==> src/gpio_consts.svh <==
// Register offsets, field positions, reset values and timing counts of the pin block
`ifndef GPIO_CONSTS_SVH
`define GPIO_CONSTS_SVH

// ==========================================================
// Register byte offsets
`define OFS_DIR_LOW        16'h0300
`define OFS_DIR_HIGH       16'h0302
`define OFS_INEN_LOW       16'h0304
`define OFS_INEN_HIGH      16'h0306
`define OFS_PULL_LOW       16'h0308
`define OFS_PULL_HIGH      16'h030A
`define OFS_LEVEL_LOW      16'h030C
`define OFS_LEVEL_HIGH     16'h030E

// ==========================================================
// Field layout
`define PIN_COUNT          22
`define LOW_PINS           16
`define HIGH_PINS          6
`define ADDR_W             16
`define DATA_W             32

// ==========================================================
// Reset values
`define RST_DIR            22'h000000
`define RST_INEN           22'h000000
`define RST_PULL           22'h3FFFFF
`define RST_LEVEL          22'h000000
`define RST_PULL_LOW       16'hFFFF
`define RST_PULL_HIGH      16'h003F

// ==========================================================
// Timing: reads stall one cycle longer than writes; data is ready when the request is taken
`define READ_WAIT_CYCLES   1

`endif

==> src/gpio_pkg.sv <==
// Types shared by the pin block
package gpio_pkg;

  typedef struct packed {
    logic        read;
    logic        write;
    logic [15:0] address;
    logic [31:0] writedata;
    logic [3:0]  byteenable;
  } bus_req_t;

  typedef struct packed {
    logic [21:0] level;
    logic [21:0] oe_n;
    logic [21:0] pull_en;
  } pin_drive_t;

  typedef enum logic [1:0] {
    BUS_IDLE,
    BUS_READ,
    BUS_DONE
  } bus_state_t;

endpackage

==> src/gpio_pin_control_22.sv <==
// Twenty-two pin general purpose port with Avalon-MM register access
//
// Contract
// - Each pin has an input-enable bit; 0 after reset disables input, 1 enables.
// - Strap low at reset keeps every pin an output; input enables ignored.
// - Each pin has a pull-down control bit; 1 active, 0 inactive.
// - Pull-down registers reset to FFFF and 003F, all pull-downs active.
// - Pull-down pins 0-15 on low bits 15-0, pins 16-21 on high bits 5-0.
// - For an output pin, writing its status bit drives the pin to that value.
// - For an input pin, reading its status bit returns the pin level.
// - Status pins 0-15 on low bits 15-0, 16-21 on high 5-0; reset zero.
// - Strap high: direction bit 0 selects input, 1 output; strap low ignores it.
//
// Implementation choice: the Avalon-MM register port.
`timescale 1ns/1ps
`include "gpio_consts.svh"
module gpio_pin_control_22
  import gpio_pkg::*;
(
  input  wire logic        clk_sys,
  input  wire logic        rst_n,
  input  wire logic        clk_en,
  input  wire logic        direction_strap,
  input  wire logic [15:0] avs_address,
  input  wire logic        avs_read,
  input  wire logic        avs_write,
  input  wire logic [31:0] avs_writedata,
  input  wire logic [3:0]  avs_byteenable,
  output logic      [31:0] avs_readdata,
  output logic             avs_waitrequest,
  input  wire logic [21:0] pin_in,
  output logic      [21:0] pin_out,
  output logic      [21:0] pin_oe_n,
  output logic      [21:0] pin_pulldown_en
);

  // ==========================================================
  // Helper functions
  // Merge a 16-bit write into one half of a 22-bit field, honouring byte enables
  function automatic logic [21:0] merge_half(input logic [21:0] cur,
                                             input logic        high,
                                             input logic [31:0] wdata,
                                             input logic [3:0]  be);
    logic [15:0] half;
    logic [21:0] res;
    half = high ? {10'h000, cur[21:16]} : cur[15:0];
    if (be[0]) half[7:0] = wdata[7:0];
    if (be[1]) half[15:8] = wdata[15:8];
    res = cur;
    if (high) res[21:16] = half[5:0];
    else res[15:0] = half;
    return res;
  endfunction

  // Select one half of a 22-bit field as a 32-bit read word, upper bits zero
  function automatic logic [31:0] read_half(input logic [21:0] v, input logic high);
    return high ? {26'h0000000, v[21:16]} : {16'h0000, v[15:0]};
  endfunction

  // ==========================================================
  // Storage
  bus_req_t    req;
  bus_state_t  bus_q;
  logic [21:0] dir_q;
  logic [21:0] inen_q;
  logic [21:0] pull_q;
  logic [21:0] level_q;
  logic        strap_q;
  logic        strap_taken_q;
  logic [21:0] is_output;
  logic [21:0] input_allowed;
  logic [21:0] sampled_q;
  logic [21:0] status_view;
  logic [31:0] read_word;
  logic        addr_hit;
  pin_drive_t  drive_d;
  pin_drive_t  drive_q;

  assign req = '{read: avs_read, write: avs_write, address: avs_address,
                 writedata: avs_writedata, byteenable: avs_byteenable};

  // ==========================================================
  // Strap capture
  // Caught on the first enabled edge after release; until then no pad is driven,
  // so a pin strapped as an input never fights the board for a cycle
  always_ff @(posedge clk_sys or negedge rst_n) begin
    if (!rst_n) begin
      strap_q       <= 1'b0;
      strap_taken_q <= 1'b0;
    end else if (clk_en && !strap_taken_q) begin
      strap_q       <= direction_strap;
      strap_taken_q <= 1'b1;
    end
  end

  // ==========================================================
  // Direction and input gating
  always_comb begin
    is_output     = strap_taken_q ? (strap_q ? dir_q : 22'h3FFFFF) : 22'h000000;
    input_allowed = ~is_output & inen_q;
  end

  pin_sampler u_sampler (
    .clk_sys       (clk_sys),
    .rst_n         (rst_n),
    .clk_en        (clk_en),
    .pin_in        (pin_in),
    .input_allowed (input_allowed),
    .sampled_q     (sampled_q)
  );

  // Output pins read back their written value, input pins their sampled level
  assign status_view = (is_output & level_q) | (~is_output & sampled_q);

  // ==========================================================
  // Bus handshake
  // Writes are answered one cycle after they are seen; reads stall one cycle longer, data registered when seen
  always_ff @(posedge clk_sys or negedge rst_n) begin
    if (!rst_n) begin
      bus_q <= BUS_IDLE;
    end else if (clk_en) begin
      case (bus_q)
        BUS_IDLE: begin
          if (req.read) bus_q <= BUS_READ;
        end
        BUS_READ: bus_q <= BUS_DONE;
        BUS_DONE: bus_q <= BUS_IDLE;
        default:  bus_q <= BUS_IDLE;
      endcase
    end
  end

  always_ff @(posedge clk_sys or negedge rst_n) begin
    if (!rst_n) begin
      avs_waitrequest <= 1'b1;
    end else if (clk_en) begin
      avs_waitrequest <= !(bus_q == BUS_READ) && !(req.write && bus_q == BUS_IDLE
                         && avs_waitrequest);
    end
  end

  // ==========================================================
  // Read decode
  always_comb begin
    addr_hit  = 1'b1;
    read_word = 32'h00000000;
    case (req.address)
      `OFS_DIR_LOW:    read_word = read_half(dir_q, 1'b0);
      `OFS_DIR_HIGH:   read_word = read_half(dir_q, 1'b1);
      `OFS_INEN_LOW:   read_word = read_half(inen_q, 1'b0);
      `OFS_INEN_HIGH:  read_word = read_half(inen_q, 1'b1);
      `OFS_PULL_LOW:   read_word = read_half(pull_q, 1'b0);
      `OFS_PULL_HIGH:  read_word = read_half(pull_q, 1'b1);
      `OFS_LEVEL_LOW:  read_word = read_half(status_view, 1'b0);
      `OFS_LEVEL_HIGH: read_word = read_half(status_view, 1'b1);
      default:         addr_hit = 1'b0;
    endcase
  end

  // Unmapped reads return zero
  always_ff @(posedge clk_sys or negedge rst_n) begin
    if (!rst_n) begin
      avs_readdata <= 32'h00000000;
    end else if (clk_en && bus_q == BUS_IDLE && req.read) begin
      avs_readdata <= addr_hit ? read_word : 32'h00000000;
    end
  end

  // ==========================================================
  // Register writes
  // A write is taken at the edge where waitrequest is sampled low
  logic wr_now;
  assign wr_now = clk_en && req.write && !avs_waitrequest;

  always_ff @(posedge clk_sys or negedge rst_n) begin
    if (!rst_n) begin
      dir_q <= `RST_DIR;
    end else if (wr_now && req.address == `OFS_DIR_LOW) begin
      dir_q <= merge_half(dir_q, 1'b0, req.writedata, req.byteenable);
    end else if (wr_now && req.address == `OFS_DIR_HIGH) begin
      dir_q <= merge_half(dir_q, 1'b1, req.writedata, req.byteenable);
    end
  end

  always_ff @(posedge clk_sys or negedge rst_n) begin
    if (!rst_n) begin
      inen_q <= `RST_INEN;
    end else if (wr_now && req.address == `OFS_INEN_LOW) begin
      inen_q <= merge_half(inen_q, 1'b0, req.writedata, req.byteenable);
    end else if (wr_now && req.address == `OFS_INEN_HIGH) begin
      inen_q <= merge_half(inen_q, 1'b1, req.writedata, req.byteenable);
    end
  end

  always_ff @(posedge clk_sys or negedge rst_n) begin
    if (!rst_n) begin
      pull_q <= `RST_PULL;
    end else if (wr_now && req.address == `OFS_PULL_LOW) begin
      pull_q <= merge_half(pull_q, 1'b0, req.writedata, req.byteenable);
    end else if (wr_now && req.address == `OFS_PULL_HIGH) begin
      pull_q <= merge_half(pull_q, 1'b1, req.writedata, req.byteenable);
    end
  end

  always_ff @(posedge clk_sys or negedge rst_n) begin
    if (!rst_n) begin
      level_q <= `RST_LEVEL;
    end else if (wr_now && req.address == `OFS_LEVEL_LOW) begin
      level_q <= merge_half(level_q, 1'b0, req.writedata, req.byteenable);
    end else if (wr_now && req.address == `OFS_LEVEL_HIGH) begin
      level_q <= merge_half(level_q, 1'b1, req.writedata, req.byteenable);
    end
  end

  // ==========================================================
  // Pad drive
  always_comb begin
    drive_d.level   = level_q & is_output;
    drive_d.oe_n    = ~is_output;
    drive_d.pull_en = pull_q;
  end

  pin_driver u_driver (
    .clk_sys (clk_sys),
    .rst_n   (rst_n),
    .clk_en  (clk_en),
    .drive_d (drive_d),
    .drive_q (drive_q)
  );

  assign pin_out         = drive_q.level;
  assign pin_oe_n        = drive_q.oe_n;
  assign pin_pulldown_en = drive_q.pull_en;
endmodule

==> src/pin_sampler.sv <==
// Registers the pin levels and masks those whose input function is off
`timescale 1ns/1ps
module pin_sampler
  import gpio_pkg::*;
(
  input  wire logic        clk_sys,
  input  wire logic        rst_n,
  input  wire logic        clk_en,
  input  wire logic [21:0] pin_in,
  input  wire logic [21:0] input_allowed,
  output logic      [21:0] sampled_q
);

  // ==========================================================
  // Sampling
  // Disabled inputs read low so a floating pad never reaches software
  always_ff @(posedge clk_sys or negedge rst_n) begin
    if (!rst_n) begin
      sampled_q <= 22'h000000;
    end else if (clk_en) begin
      sampled_q <= pin_in & input_allowed;
    end
  end

endmodule

==> src/pin_driver.sv <==
// Registers the drive, enable and pull-down values presented to the pads
`timescale 1ns/1ps
module pin_driver
  import gpio_pkg::*;
(
  input  wire logic        clk_sys,
  input  wire logic        rst_n,
  input  wire logic        clk_en,
  input  wire pin_drive_t  drive_d,
  output pin_drive_t       drive_q
);

  // ==========================================================
  // Pad registers
  // Reset leaves all pads undriven with pull-downs active
  always_ff @(posedge clk_sys or negedge rst_n) begin
    if (!rst_n) begin
      drive_q <= '{level: 22'h000000, oe_n: 22'h3FFFFF, pull_en: 22'h3FFFFF};
    end else if (clk_en) begin
      drive_q <= drive_d;
    end
  end

endmodule

==> config.mk <==
export PLATFORM = sky130hd
export DESIGN_NAME = gpio_pin_control_22
export DESIGN_NICKNAME = d
export VERILOG_FILES = /design/src/gpio_pkg.sv /design/src/gpio_pin_control_22.sv /design/src/pin_sampler.sv /design/src/pin_driver.sv
export VERILOG_INCLUDE_DIRS = /design/src
export SDC_FILE = /design/constraint.sdc
export NUM_CORES = 1
export LEC_CHECK = 0
export ABC_AREA = 1
export BUFFER_PORTS_ARGS = -buffer_cell sky130_fd_sc_hd__buf_2
export CORE_AREA = 2 2 150 152
export DETAILED_ROUTE_END_ITERATION = 10
export DIE_AREA = 0 0 152 154
export GPL_TIMING_DRIVEN = 0
export PLACE_DENSITY = 0.62
export SLEW_MARGIN = 20
export SYNTH_ARGS = -nofsm -noshare
export SYNTH_HDL_FRONTEND = slang
export SYNTH_SLANG_ARGS = --single-unit
==> constraint.sdc <==
create_clock -name clk_sys -period 1.33 [get_ports clk_sys]
set_clock_uncertainty 0.15 [all_clocks]
set_input_delay 0.133 -clock clk_sys [delete_from_list [all_inputs] [get_ports clk_sys]]
set_output_delay 0.133 -clock clk_sys [all_outputs]
set_load 0.01 [all_outputs]
Word level (Yosys, flattened, before mapping)
Index checks and enable logic that the tools add are counted.

word-level totals
  input port bits = 80
  register bits = 213
  logic and storage cells = 89

operators by class
  bitwise logic cells = 10
  muxes and demuxes = 13
  eq/ne operators = 10
  reduce and logical (&&, ||, !) cells = 35

operators by type and width
  operator                number
  $eq A16 B10 Y1 const B  8
  $pmux W16 S8            1
  $and A22 B22 Y22        4
  $mux W16                4
  $mux W22                2
  $mux W32                1
  $not A22 Y22            1
  $or A22 B22 Y22         1
  $reduce_and A2 Y1       9
  $logic_and A1 B1 Y1     16
  $mux W8                 2
  $reduce_and A3 Y1       4
  $reduce_or A8 Y1        1
  $logic_not A1 Y1        4
  $not A1 Y1              4
  $pmux W2 S2             1
  $eq A2 B1 Y1 const B    1
  $logic_not A2 Y1        1
  $mux W2                 1
  $ne A2 B2 Y1 const B    1
  $mux W1                 1

Longest topological paths before layout
  depth in word-level cells = 7
  gate-level depth with buffers = 12
  gate-level depth less buffers = 11

Modules after synthesis
A second synthesis with hierarchy kept.

second synthesis, totals
  cells, all modules = 1168
  area, all modules = 9396.5 um^2

by module, submodules not included
  module               times used  area an instance (um^2)  sequential area each (um^2)  cells an instance
  gpio_pin_control_22  1           5993.2                   2756.4                       796
  pin_driver           1           2536.2                   1706.6                       279
  pin_sampler          1           867.1                    550.5                        93

Worst setup path after synthesis
Ideal clock, no wire load.

  path kind = reg-to-reg
  from = register avs_waitrequest
  to = register pull_q[5]
  period minus slack after synthesis = 1.470 ns
  data arrival time = 1.248 ns
  path slack = -0.140 ns
  cell stages (with the launch flop) = 8
  data required time = 1.108 ns
  library setup time = 0.072 ns
  cells stage by stage = dfstp_2 nor2_1 nand2_1 inv_2 nand2_2 buf_2 nand2_1 o21ai_1

on the way
  longest elaborated chain between the ends = 4

ends and longest elaborated chain
  item                                  line                        source
  from (decl)                           gpio_pin_control_22.sv:30   output logic avs_waitrequest,
  from (signal assigned)                gpio_pin_control_22.sv:137  avs_waitrequest <= !(bus_q == BUS_READ) && !(req.write && bus_q == BUS_IDLE
  $logic_not A1 Y1                      gpio_pin_control_22.sv:173  assign wr_now = clk_en && req.write && !avs_waitrequest;
  $logic_and A1 B1 Y1                   gpio_pin_control_22.sv:173
  $logic_and A1 B1 Y1 (no source line)  n/a
  $reduce_and A2 Y1 (no source line)    n/a
  to (signal assigned)                  gpio_pin_control_22.sv:197  pull_q <= `RST_PULL;
  to (signal assigned)                  gpio_pin_control_22.sv:199  pull_q <= merge_half(pull_q, 1'b0, req.writedata, req.byteenable);
  to (signal assigned)                  gpio_pin_control_22.sv:201  pull_q <= merge_half(pull_q, 1'b1, req.writedata, req.byteenable);
  to (decl)                             gpio_pin_control_22.sv:66   logic [21:0] pull_q;

No other way between the ends.
A chain may end at the register's enable or synchronous reset.

Worst setup path after layout
  from = register strap_q
  to = register avs_readdata[2]

on the way
  longest elaborated chain between the ends = 7

ends and longest elaborated chain
  item                        line                        source
  from (decl)                 gpio_pin_control_22.sv:68   logic strap_q;
  from (signal assigned)      gpio_pin_control_22.sv:91   strap_q <= direction_strap;
  $mux W22 (*) (2 in series)  gpio_pin_control_22.sv:99   is_output = strap_taken_q ? (strap_q ? dir_q : 22'h3FFFFF) : 22'h000000;
  $not A22 Y22                gpio_pin_control_22.sv:113  assign status_view = (is_output & level_q) | (~is_output & sampled_q);
  $and A22 B22 Y22            gpio_pin_control_22.sv:113
  $or A22 B22 Y22 (*)         gpio_pin_control_22.sv:113
  $pmux W16 S8 (*)            gpio_pin_control_22.sv:147  case (req.address)
  $mux W32 (*)                gpio_pin_control_22.sv:165  avs_readdata <= addr_hit ? read_word : 32'h00000000;
  to (signal assigned)        gpio_pin_control_22.sv:165
  to (decl)                   gpio_pin_control_22.sv:29   output logic [31:0] avs_readdata,

Every way passes the cells marked *; elsewhere a longest branch is shown, timed or not.

==> flow_metrics.tcl <==
set metrics [dict create \
    synth_ff_type "dfrtp_1" \
    status "finished with violations" \
    fin_crit_ps 1660 \
    tns_ps -22770 \
    drv_cap 0 \
    first_pass_iters 8 \
    fp.dieArea_sq_mm 0.0234 \
    viasPerCell 5.04 \
    whs_ps -589 \
    row_count 54 \
    diodes 0 \
    drive_above_1_share 0.458 \
    clk_path_buf_depth 2 \
    first_iter_violations 545 \
    layout.nets 1444 \
    cts_sinks 197 \
    cp-end-kind "flop" \
    post-dp-hpwl_mm 20.0 \
    worst_pin_slew_ps 844 \
    hold_viol 94 \
    violations "hold timing, setup timing" \
    io_pins 179 \
    vdd_drop_max_mv 0.769 \
    critPathKind "flop to flop" \
    syn_avg_cell_area_sq_um 8.22 \
    routed_wl_mm 29.6 \
    synth-edff-count 0 \
    clk_pin_slew_ps 70 \
    globalplace.congestion 0.911 \
    insertion_delay_ps 450 \
    ys_ff_latch 197 \
    slew_viol_final 0 \
    nFillCells 1817 \
    ys_seq_area_frac 0.558 \
    synth_async_sr_flop_share 1.00 \
    setup_ws_ps -332 \
    layout_common_cells "nand2_1 (361), dfrtp_1 (130), buf_2 (108)" \
    syn-instance-count 1092 \
    grt_overflow 0 \
    fmax_mhz 602 \
    slew_headroom 0.437 \
    critPathLaunchType "flop" \
    rsz0062_at_grt "yes" \
    die_x_um 152 \
    synth-warning-count 0 \
    grt_pass1_wl_mm 46.0 \
    pre_cts_slack_ps -750 \
    critPathMaxFanout 7 \
    cts_tree "done" \
    drc 0 \
    area_delta_synth_final_pct 49.3 \
    critPathArrivalTime_ps 1840 \
    cts_hold_buf 35 \
    grt_pass1_vias 8210 \
    syn_area_sq_mm 0.00898 \
    setup_viol 164 \
    coreArea_sq_mm 0.0217 \
    grt_usage 0.252 \
    grt_antenna_before_repair 0 \
    power.leakage_uw 0.00645 \
    netlist.top_cell.by_area "dfrtp_1" \
    final_common_cell "nand2_1" \
    vias 8349 \
    cts_buffers 17 \
    ys_types 28 \
    cts-root-buf "clkbuf_16" \
    h-tree-depth 4 \
    grt_max_degree 91 \
    power_density_mw_per_mm2 914 \
    cp.required_ps 1510 \
    wire_per_inst_um 17.8 \
    initial_core_util 0.414 \
    io_buffers 144 \
    antenna_left 0 \
    hold_path_class "primary input to asynchronous set/reset pin" \
    yosysTopAreaCellShare 0.362 \
    die_y_um 154 \
    synth.area.top_cells "dfrtp_1 (36%), nand2_1 (20%), dfstp_2 (20%)" \
    period_share 1.25 \
]
## area by class of cell
cell class              count  area, sq um  area share
clock inverters             8         60.1     0.00448
well taps                 280          350      0.0261
repair buffers            237         2050       0.153
repair inverters            1         7.51    0.000560
multi-input cells         800         4710       0.352
flip-flops and latches    197         5010       0.374
inverters                  46          198      0.0147
plain buffers              64          502      0.0374
clock buffers              24          514      0.0384
## sequential cells by signal, summed over array words and instances, names as in the netlist
| register | flops |
|---|---|
| avs_readdata | 16 |
| avs_waitrequest | 1 |
| bus_q | 2 |
| dir_q | 22 |
| inen_q | 22 |
| level_q | 22 |
| pull_q | 22 |
| strap_q | 1 |
| strap_taken_q | 1 |
| u_driver.drive_q | 66 |
| u_sampler.sampled_q | 22 |
## worst max-delay path, cell delays in order, from the launching register on
cell and delay [ps]:
dfrtp_1 400, buf_6 160, buf_12 160, nand2_8 80
nand2_4 50, nand2_2 60, nand2_2 50, nand3_2 60
nand2_2 70, nor2_4 120, nand2_2 50, nand2_1 90
nand2_1 50
## stage by stage
step / std cells / util / instance area (sq um) / hold WS, ps / power, uW
detailed placement: 1533 / 0.475 / 10300 / -107 / 6990
global route: 1657 / 0.618 / 13400 / -566 / 12600
CTS: 1646 / 0.584 / 12700 / -579 / 12300
floorplan: 1107 / - / 9170 / -313 / 6540
finish: 1657 / 0.618 / 13400 / -589 / 12300
global placement: 1531 / 0.472 / 10200 / 252 / 6960
## metal layers
layer | up-vias | share of wire | GRT usage
met5 | - | 0 | 0
met4 | 0 | 0.024 | 0.0890
met3 | 47 | 0.050 | 0.0465
met2 | 267 | 0.46 | 0.378
met1 | 4028 | 0.47 | 0.366
li1 | 4007 | - | -
## path summary, 6_finish.rpt
check | endpoint | slack, ps | cells past startpoint | startpoint
setup / recovery | avs_readdata[2] | -330 | 12 | strap_q
hold / removal | u_sampler.sampled_q[0] | -590 | 1 | rst_n
setup reg to reg | avs_readdata[2] | -330 | 12 | strap_q
hold reg to reg | u_driver.drive_q[19] | 320 | 2 | u_driver.drive_q[19]
max in group asynchronous | u_driver.drive_q[13] | 480 | 3 | rst_n
min in group clk_sys | dir_q[20] | 120 | 3 | avs_writedata[4]
## repair_timing
action	4_1_cts	5_1_grt
pin swaps	40	50
endpoints found under the hold margin	161	94
setup endpoints to repair	194	197
buffers inserted	33	15
gates resized for setup	271	196
cloned	14	1
## cell families (layout without fill, tap and decap cells)
family                 after synthesis  in the layout  share of synthesized area
other                                1             16                   0.000418
AO/OA/AOI/OAI                      160            160                     0.0941
flip-flops                         197            197                      0.558
buffers and inverters              110            380                     0.0624
AND/OR/NAND/NOR                    624            624                      0.285
## cells in the mapped netlist (16+ instances only)
library cell / n
buf_4: 18
inv_1: 43
dfrtp_1: 130
o21ai_1: 68
nand2_1: 490
clkbuf_1: 16
o21ai_0: 76
nor2_1: 27
dfstp_2: 67
buf_2: 21
nand3_1: 82
## power by group
part / internal, uW / switching [uW] / leakage [uW]
clock network: 2740 / 2350 / 0.000286
registers: 6090 / 50.1 / 0.00250
logic: 404 / 615 / 0.00367
Power figures use the tool's default switching activity.
